`config.mk`:
```
export PLATFORM = sky130hd
export DESIGN_NAME = srstc_top
export DESIGN_NICKNAME = d
export VERILOG_FILES = /design/src/rtl/srstc_pkg.sv /design/src/rtl/srstc_top.sv
export SDC_FILE = /design/constraint.sdc
export NUM_CORES = 1
export LEC_CHECK = 0
export ABC_AREA = 0
export BUFFER_PORTS_ARGS = -buffer_cell sky130_fd_sc_hd__buf_4
export CORE_UTILIZATION = 40
export DETAILED_ROUTE_END_ITERATION = 6
export PLACE_DENSITY = 0.68
export SYNTH_ARGS = -nofsm -noshare
export SYNTH_HDL_FRONTEND = slang
export SYNTH_SLANG_ARGS = --single-unit
```
`constraint.sdc`:
```
create_clock -name CORE_CLK_I -period 5.6 [get_ports CORE_CLK_I]
set_clock_uncertainty 0.15 [all_clocks]
set_input_delay 1.12 -clock CORE_CLK_I [delete_from_list [all_inputs] [get_ports CORE_CLK_I]]
set_output_delay 1.12 -clock CORE_CLK_I [all_outputs]
set_load 0.01 [all_outputs]
```
`src/rtl/srstc_pkg.sv`:
```
package srstc_pkg;
	// Register word byte offsets
	localparam logic [7:0] OFS_ID_A      = 8'h00;
	localparam logic [7:0] OFS_ID_B      = 8'h04;
	localparam logic [7:0] OFS_CAP0      = 8'h08;
	localparam logic [7:0] OFS_CAP1      = 8'h0c;
	localparam logic [7:0] OFS_CAP2      = 8'h10;
	localparam logic [7:0] OFS_CAP3      = 8'h14;
	localparam logic [7:0] OFS_CAP4      = 8'h18;
	localparam logic [7:0] OFS_CAUSE     = 8'h1c;
	localparam logic [7:0] OFS_BO_CTRL   = 8'h20;
	localparam logic [7:0] OFS_SRST0     = 8'h24;
	localparam logic [7:0] OFS_SRST1     = 8'h28;
	localparam logic [7:0] OFS_SRST2     = 8'h2c;
	localparam logic [7:0] OFS_SYSREQ    = 8'h30;
	localparam logic [7:0] OFS_REG_CTRL  = 8'h34;
	// Cause bit positions
	localparam int CB_PIN  = 0;
	localparam int CB_POR  = 1;
	localparam int CB_BO   = 2;
	localparam int CB_SW   = 3;
	localparam int CB_WDT  = 4;
	localparam int CB_REG  = 5;
	localparam int NCAUSE  = 6;
	// Brown-out control fields
	localparam int BOC_RST = 0;
	localparam int BOC_FLT = 1;
	localparam int BOC_TIM = 2;
	localparam int BOC_TIMW = 14;
	localparam logic [31:0] BOC_RESET = 32'h0000_0000;
	localparam int SYSREQ_BIT = 0;
	localparam int REGC_EN = 0;
	// Timing
	localparam int CLK_MHZ      = 250;
	localparam int SETTLE_MS    = 15;
	localparam int BO_CLR_US    = 500;
	localparam int SETTLE_CYC   = SETTLE_MS * 1000 * CLK_MHZ;
	localparam int BO_CLR_CYC   = BO_CLR_US * CLK_MHZ;
	localparam logic [31:0] UNMAPPED_DATA = 32'h0000_0000;
endpackage

```
`src/rtl/srstc_top.sv`:
```
// Chosen here: the register addresses and the Avalon-MM interface to the registers.
`timescale 1ns/1ns
// Behaviour
// - Six reset origins are accepted
// - Cause bits recorded and sticky across resets
// - Pin reset clears all other causes
// - Pin/power-on timed by main oscillator
// - Pin reset spares test port controller
// - Reset held during oscillator settle count
// - Release lets core fetch stack, PC, run
// - Power-up waits pin and detector inactive
// - Power-on detector active at first power-up
// - Power-on also resets test port controller
// - Brown-out reset disabled until software enables
// - Brown-out resets only when enable set
// - Filter (interrupt mode only) resamples after delay, else ignore
// - Confirmed brown-out raises interrupt only; reset is unfiltered
// - Brown-out condition cleared after 500 us
// - Per-peripheral soft reset on set-then-clear
// - Soft reset bits match clock gate layout
// - Soft reset hits all peripheral clock domains
// - System request resets whole system, boots
// - Seven read-only identification registers
// - Second watchdog time-out resets system
// - Regulator fault reset enabled by software
module srstc_top
	import srstc_pkg::*;
#(
	parameter int          SETTLE_CYCLES = SETTLE_CYC,
	parameter int          BO_CLEAR_CYCLES = BO_CLR_CYC,
	parameter int          NPERIPH = 32,
	parameter logic [31:0] ID_A = 32'h0001_0000, // Arbitrary value
	parameter logic [31:0] ID_B = 32'h0000_0001, // Arbitrary value
	parameter logic [31:0] CAP0 = 32'h0000_0000,
	parameter logic [31:0] CAP1 = 32'h0000_0000,
	parameter logic [31:0] CAP2 = 32'h0000_0000,
	parameter logic [31:0] CAP3 = 32'h0000_0000,
	parameter logic [31:0] CAP4 = 32'h0000_0000
)(
	input  wire logic               CORE_CLK_I,
	input  wire logic               RST_I,
	input  wire logic               CE_I,
	input  wire logic [7:0]         AVS_ADDRESS_I,
	input  wire logic               AVS_READ_I,
	input  wire logic               AVS_WRITE_I,
	input  wire logic [31:0]        AVS_WRITEDATA_I,
	input  wire logic [3:0]         AVS_BYTEENABLE_I,
	output logic [31:0]             AVS_READDATA_O,
	output logic                    AVS_WAITREQUEST_O,
	input  wire logic               RESET_PIN_N_I,
	input  wire logic               POR_DETECT_I,
	input  wire logic               BROWNOUT_DETECT_I,
	input  wire logic               WDT_SECOND_TIMEOUT_I,
	input  wire logic               WDT_RESET_EN_I,
	input  wire logic               REGULATOR_FAULT_I,
	output logic                    CORE_RESET_O,
	output logic                    TAP_RESET_O,
	output logic                    MOSC_TIMING_O,
	output logic                    BROWNOUT_IRQ_O,
	output logic [NPERIPH-1:0]      PERIPH_RESET_O [3]
);

	typedef enum logic [1:0]
	{
		ST_RUN    = 2'b00,
		ST_HOLD   = 2'b01,
		ST_SETTLE = 2'b10
	} srstc_state_t;

	typedef enum logic [1:0]
	{
		BO_IDLE   = 2'b00,
		BO_WAIT   = 2'b01,
		BO_COOL   = 2'b10
	} srstc_bo_t;

	srstc_state_t          state;
	srstc_bo_t             bo_state;
	logic [31:0]           settle_cnt;
	logic [31:0]           bo_cnt;
	logic [NCAUSE-1:0]     cause;
	logic [31:0]           bo_ctrl;
	logic                  reg_rst_en;
	logic [NPERIPH-1:0]    srst [3];
	logic [NPERIPH-1:0]    srst_fire [3];
	logic                  sys_req;
	logic                  por_seen;
	logic                  ack;
	logic                  bo_fire;
	logic                  pin_act;
	logic                  por_act;
	logic                  wdt_req;
	logic                  reg_req;
	logic                  int_req;
	logic                  wr;
	logic [NCAUSE-1:0]     next_cause;
	logic [31:0]           rdata;

	assign pin_act = !RESET_PIN_N_I;
	assign por_act = POR_DETECT_I && !por_seen;
	assign wdt_req = WDT_SECOND_TIMEOUT_I && WDT_RESET_EN_I;
	assign reg_req = REGULATOR_FAULT_I && reg_rst_en;
	assign int_req = bo_fire || sys_req || wdt_req || reg_req;
	// Write lands at the edge where waitrequest is sampled low
	assign wr = AVS_WRITE_I && ack;

	// Detector honoured until it first goes low, ignored ever after
	always_ff @(posedge CORE_CLK_I)
	begin
		if (RST_I)
			por_seen <= 1'b0;
		else if (CE_I && !POR_DETECT_I)
			por_seen <= 1'b1;
	end

	// Reset sequencer: hold while pin or power-on source is active, then settle count
	always_ff @(posedge CORE_CLK_I)
	begin
		if (RST_I)
		begin
			state <= ST_HOLD;
			settle_cnt <= '0;
		end
		else if (CE_I)
		begin
			unique case (state)
				ST_RUN:
					if (pin_act || por_act || int_req)
						state <= ST_HOLD;
				ST_HOLD:
					if (!pin_act && !por_act)
					begin
						state <= ST_SETTLE;
						settle_cnt <= '0;
					end
				ST_SETTLE:
					if (pin_act || por_act)
						state <= ST_HOLD;
					else if (settle_cnt == 32'(SETTLE_CYCLES - 1))
						state <= ST_RUN;
					else
						settle_cnt <= settle_cnt + 32'd1;
				default:
					state <= ST_HOLD;
			endcase
		end
	end

	assign CORE_RESET_O = (state != ST_RUN);
	// Main oscillator times settle; internal oscillator otherwise
	assign MOSC_TIMING_O = (state == ST_SETTLE);
	assign TAP_RESET_O = por_act;

	// Brown-out filter and cool-down
	always_ff @(posedge CORE_CLK_I)
	begin
		if (RST_I)
		begin
			bo_state <= BO_IDLE;
			bo_cnt <= '0;
			bo_fire <= 1'b0;
			BROWNOUT_IRQ_O <= 1'b0;
		end
		else if (CE_I)
		begin
			bo_fire <= 1'b0;
			BROWNOUT_IRQ_O <= 1'b0;
			unique case (bo_state)
				BO_IDLE:
					if (BROWNOUT_DETECT_I)
					begin
						bo_cnt <= '0;
						if (bo_ctrl[BOC_FLT] && !bo_ctrl[BOC_RST])
							bo_state <= BO_WAIT;
						else
						begin
							bo_fire <= bo_ctrl[BOC_RST];
							BROWNOUT_IRQ_O <= !bo_ctrl[BOC_RST];
							bo_state <= BO_COOL;
						end
					end
				BO_WAIT:
					if (bo_cnt >= 32'(bo_ctrl[BOC_TIM +: BOC_TIMW]))
					begin
						bo_cnt <= '0;
						BROWNOUT_IRQ_O <= BROWNOUT_DETECT_I;
						bo_state <= BROWNOUT_DETECT_I ? BO_COOL : BO_IDLE;
					end
					else
						bo_cnt <= bo_cnt + 32'd1;
				BO_COOL:
					if (bo_cnt == 32'(BO_CLEAR_CYCLES - 1))
						bo_state <= BO_IDLE;
					else
						bo_cnt <= bo_cnt + 32'd1;
				default:
					bo_state <= BO_IDLE;
			endcase
		end
	end

	// Cause recording: hardware set wins over software clear
	always_comb
	begin
		next_cause = cause;
		if (wr && AVS_ADDRESS_I == OFS_CAUSE && AVS_BYTEENABLE_I[0])
			next_cause = cause & ~AVS_WRITEDATA_I[NCAUSE-1:0];
		if (state == ST_RUN)
		begin
			if (bo_fire)
				next_cause[CB_BO] = 1'b1;
			if (sys_req)
				next_cause[CB_SW] = 1'b1;
			if (wdt_req)
				next_cause[CB_WDT] = 1'b1;
			if (reg_req)
				next_cause[CB_REG] = 1'b1;
		end
		if (por_act)
			next_cause[CB_POR] = 1'b1;
		if (pin_act && !por_act)
			next_cause = NCAUSE'(1) << CB_PIN;
	end

	// Cause bits survive the block's own reset sequences, save a pin reset, which leaves only the pin bit
	always_ff @(posedge CORE_CLK_I)
	begin
		if (RST_I)
			cause <= '0;
		else if (CE_I)
			cause <= next_cause;
	end

	// Software registers
	always_ff @(posedge CORE_CLK_I)
	begin
		if (RST_I || (CE_I && CORE_RESET_O && state != ST_SETTLE))
		begin
			bo_ctrl <= BOC_RESET;
			reg_rst_en <= 1'b0;
			sys_req <= 1'b0;
			for (int i = 0; i < 3; i++)
				srst[i] <= '0;
		end
		else if (CE_I)
		begin
			sys_req <= 1'b0;
			if (wr && AVS_BYTEENABLE_I[0])
			begin
				unique case (AVS_ADDRESS_I)
					OFS_BO_CTRL:  bo_ctrl <= AVS_WRITEDATA_I;
					OFS_REG_CTRL: reg_rst_en <= AVS_WRITEDATA_I[REGC_EN];
					OFS_SYSREQ:   sys_req <= AVS_WRITEDATA_I[SYSREQ_BIT];
					OFS_SRST0:    srst[0] <= AVS_WRITEDATA_I[NPERIPH-1:0];
					OFS_SRST1:    srst[1] <= AVS_WRITEDATA_I[NPERIPH-1:0];
					OFS_SRST2:    srst[2] <= AVS_WRITEDATA_I[NPERIPH-1:0];
					default:      ;
				endcase
			end
		end
	end

	// Peripheral reset pulse on clear of a set bit, all clock domains
	always_ff @(posedge CORE_CLK_I)
	begin
		if (RST_I)
		begin
			for (int i = 0; i < 3; i++)
				srst_fire[i] <= '0;
		end
		else if (CE_I)
		begin
			for (int i = 0; i < 3; i++)
				srst_fire[i] <= srst[i] & ~(wr && AVS_BYTEENABLE_I[0]
					&& AVS_ADDRESS_I == (OFS_SRST0 + 8'(4 * i))
					? AVS_WRITEDATA_I[NPERIPH-1:0] : srst[i]);
		end
	end

	// Soft bits hold the peripheral in reset while set; bit layout equals clock gates
	always_comb
	begin
		for (int i = 0; i < 3; i++)
			PERIPH_RESET_O[i] = srst[i] | srst_fire[i] | {NPERIPH{CORE_RESET_O}};
	end

	// Avalon slave: one wait cycle then answer
	always_comb
	begin
		unique case (AVS_ADDRESS_I)
			OFS_ID_A:     rdata = ID_A;
			OFS_ID_B:     rdata = ID_B;
			OFS_CAP0:     rdata = CAP0;
			OFS_CAP1:     rdata = CAP1;
			OFS_CAP2:     rdata = CAP2;
			OFS_CAP3:     rdata = CAP3;
			OFS_CAP4:     rdata = CAP4;
			OFS_CAUSE:    rdata = {{(32-NCAUSE){1'b0}}, cause};
			OFS_BO_CTRL:  rdata = bo_ctrl;
			OFS_SRST0:    rdata = 32'(srst[0]);
			OFS_SRST1:    rdata = 32'(srst[1]);
			OFS_SRST2:    rdata = 32'(srst[2]);
			OFS_REG_CTRL: rdata = {31'h0, reg_rst_en};
			default:      rdata = UNMAPPED_DATA;
		endcase
	end

	always_ff @(posedge CORE_CLK_I)
	begin
		if (RST_I)
		begin
			ack <= 1'b0;
			AVS_READDATA_O <= '0;
		end
		else if (CE_I)
		begin
			ack <= (AVS_READ_I || AVS_WRITE_I) && !ack;
			if (AVS_READ_I && !ack)
				AVS_READDATA_O <= rdata;
		end
	end

	// Frozen clock enable keeps the master waiting
	assign AVS_WAITREQUEST_O = (AVS_READ_I || AVS_WRITE_I) && (!ack || !CE_I);
endmodule

```
==> summary.txt <==
Synth
  • Cells after synthesis: roughly 1300
  • Yosys top cell area share: 0.3891
  • Mean Syn Cell Area: about 11 sq um
  • Post-Syn Nets: around 1400
  • Sequential area share after synthesis: 0.5836
  • Synth Register Bits: 336
  • Syn Std Cell Area: 14820 sq um
  • Main area contributors after synthesis: edfxtp_1, dfxtp_1, nor3b_1, or3_1, nand2_1
  • Synth Warn #: 0
  • Synth area leader: edfxtp_1
  • Distinct cells, synth: 68
  • Number of synthesized flops with an enable pin: 192
  • Main synth FF type: edfxtp_1
  • Ys async rst share: 0

Clock network
  • CTS Buffer Depth: 3
  • Total setup buffers inserted after CTS: 0
  • CTS root buf: clkbuf_16
  • H-tree depth: 2
  • CTS Hold Bufs: 0
  • Clk slew on worst S/H paths: ~0.06 ns
  • Clk_lat worst skew: roughly 0.52 ns
  • CTS buffer count: 38
  • Clock Sinks: 336
  • CTS tree: done
  • Cts repair resizes: 0

Power and ir drop
  • Static Leak: roughly 6.5 nW
  • Power Density: just over 300 nW/um^2
  • Internal: between 4 and 5 mW
  • Clock group share of total power: 0.456
  • Sw Ratio: 0.2199
  • Sequential group share of total power: 0.484
  • Max VDD drop: between 0.00015 and 0.0002 V
  • Gate power share: 0.060
  • Sw Pwr: 1.232 mW

GRT
  • Largest net degree at the start of global routing: between 70 and 80
  • GR Util met3: 0.03713
  • Vias in the first global route: around 11000
  • Grt ovf: 0
  • Global routing met2 resource utilization: 0.3526
  • Met1 Use GR: 0.2897
  • GRT Resource Usage Total: 0.2166
  • First-pass GRT wire length: ~64000 um
  • Busiest grt layer: met2
  • Initial antenna violation count: 1

Critical path
  • Worst setup EP type: primary output
  • CP peak stage delay: about 0.92 ns
  • Cell Chain, Critical Path: or2_2 -> buf_4 -> or3_1 -> buf_4
  • Worst path most repeated cell: buf_4
  • Data arrival, critical path: around 2.8 ns
  • Data required, critical path: about 4.3 ns
  • Critical path's top delay family: simple AND/OR/NAND/NOR gates
  • Critical path launch point type: register
  • WS Path Type: register to primary output
  • Crit path max fanout: 60
  • Worst Path Buf+Inv: 2
  • CP max stage cell: or2_2

Routing
  • Via/cell ratio: approximately 5.7
  • Via count: ~11000
  • DRT Wirelength: between 40000 and 50000 um
  • # DRC: 0
  • Post-route ant nets: 0
  • Initial DRC count: 926
  • Wire per inst: 20.56 um
  • Drt pass-1 iters: 6

Timing
  • Max-slew violation count: 0
  • Final Cycle Share: 0.7266
  • Worst slew pin tran: roughly 1.2 ns
  • Slew HR: 0.1926
  • Highest clock rate: between 200 and 250 MHz
  • RSZ-0062 raised after global routing: no
  • Hold Violations, Final: 0
  • Setup tns final: 0 ns
  • Fin crit period: around 4.1 ns
  • Final setup fails: 0

Final layout
  • Filler instances: between 3000 and 4000
  • Commonest non-fill, non-tap cells in the layout: buf_4, edfxtp_1, dfxtp_1
  • Layout net count: 1594
  • Layout cells sized above 1: 0.1899
  • Ant diodes: 0
  • Synth-to-layout area growth: 21.59%
  • Final Cell Area: approximately 18000 sq um
  • Leading cell type in the layout, fill and taps excluded: buf_4

Placement
  • Placed cell areas: about 17000 sq um
  • Buffers on Ports: 184
  • Final GP Congestion: roughly 0.9
  • Post-DP HPWL: approximately 26000 um

Floorplan
  • Initial Utilization: 0.4057
  • Rows: 70
  • # IOs: between 150 and 200
  • Die H: between 150 and 200 um
  • Die width: roughly 190 um
  • Die ar.: 37820 sq um
  • Core area: between 30000 and 40000 sq um

Run status
  • Status: finished clean

Min path
  • Hold Crit Class: register to register

Flow run
  • Max Cap Viol: 0
## final timing paths
path	start	endpoint	slack (ns)	cells after the start
setup / recovery	state[1]	PERIPH_RESET_O[67]	1.53	4
setup reg to reg	bo_ctrl[13]	bo_cnt[30]	2.63	8
hold reg to reg	bo_ctrl[19]	bo_ctrl[19]	0.30	2
hold / removal	bo_ctrl[19]	bo_ctrl[19]	0.30	2
## cell type report
type	instances	area [sq um]	area share
tap	468	585.6	0.03250
clock inverter	15	181.4	0.01007
multi-input combinational	909	5846	0.3244
timing repair buffer	200	1514	0.08403
clock buffer	54	1112	0.06174
sequential	336	8648	0.4800
inverter	34	130.1	0.007222
## worst reg2reg max path: stages (launching register included)
cell and delay [ns]:
dfxtp_1 0.37, inv_1 0.10, ha_1 0.32, and4_1 0.21, nand4_1 0.13, a2111oi_0 0.54
o31a_1 0.36, o21bai_2 0.49, nor2_1 0.14
## kinds of logic (layout without fill, tap and decap cells)
logic type	Yosys count	after routing	share of synthesized area
AO/OA/AOI/OAI	248	248	0.1163
AND/OR/NAND/NOR	596	596	0.2289
buffers and inverters	101	303	0.02702
XOR/XNOR	37	37	0.02187
flip-flops	336	336	0.5836
multiplexers	8	8	0.005404
adder cells (fa/ha/maj)	20	20	0.01689
## registers in the layout, indices dropped and copies added (netlist names)
| register | count |
|---|---|
| AVS_READDATA_O | 32 |
| BROWNOUT_IRQ_O | 1 |
| ack | 1 |
| bo_cnt | 32 |
| bo_ctrl | 32 |
| bo_fire | 1 |
| bo_state | 2 |
| cause | 6 |
| por_seen | 1 |
| reg_rst_en | 1 |
| settle_cnt | 32 |
| srst | 96 |
| srst_fire | 96 |
| state | 2 |
| sys_req | 1 |
## power groups by stage
stage | sequential, mW | clock (mW) | combinational (mW)
floorplan | 2.75 | 0 | 0.155
global placement | 2.76 | 0 | 0.332
detailed placement | 2.76 | 0 | 0.334
CTS | 2.71 | 2.59 | 0.336
global route | 2.72 | 2.69 | 0.357
finish | 2.71 | 2.56 | 0.334
## metrics by stage
stage / hold slack (ns) / util / worst slack [ns] / std cells / power, mW
after floorplan: 0.2780 / - / 0.4621 / 1346 / 2.908
after global placement: 0.2917 / 0.4579 / 1.352 / 1947 / 3.092
after detailed placement: 0.2962 / 0.4579 / 1.187 / 1947 / 3.098
after CTS: 0.3041 / 0.4933 / 1.511 / 2016 / 5.634
after global routing: 0.3267 / 0.4933 / 1.384 / 2016 / 5.761
final: 0.3036 / 0.4933 / 1.531 / 2016 / 5.602
## layer usage
layer	share of wire	vias up
met5	0.00031	-
met4	0.032	2
met2	0.47	451
li1	-	5355
met3	0.073	86
met1	0.43	5595
## cell usage after synthesis (3+ instances only)
master	number
edfxtp_1	192
dfxtp_1	144
nand2_1	143
or3_1	109
nor3b_1	97
a21oi_1	74
nor2_1	71
clkbuf_1	54
a22oi_1	52
and2_1	39
o21ai_0	36
inv_1	34
a22o_1	32
nand3_1	25
xor2_1	23
nand4_1	22
ha_1	20
nor3_1	17
and3_1	15
xnor2_1	14
buf_2	11
nor4_1	11
or4_1	11
o31ai_1	9
and4_1	8
mux2i_1	8
a221o_1	6
o21a_1	6
or2_2	6
o2bb2ai_1	5
o211ai_1	4
and2b_1	3
nand2b_1	3
Power figures use the tool's default switching activity.
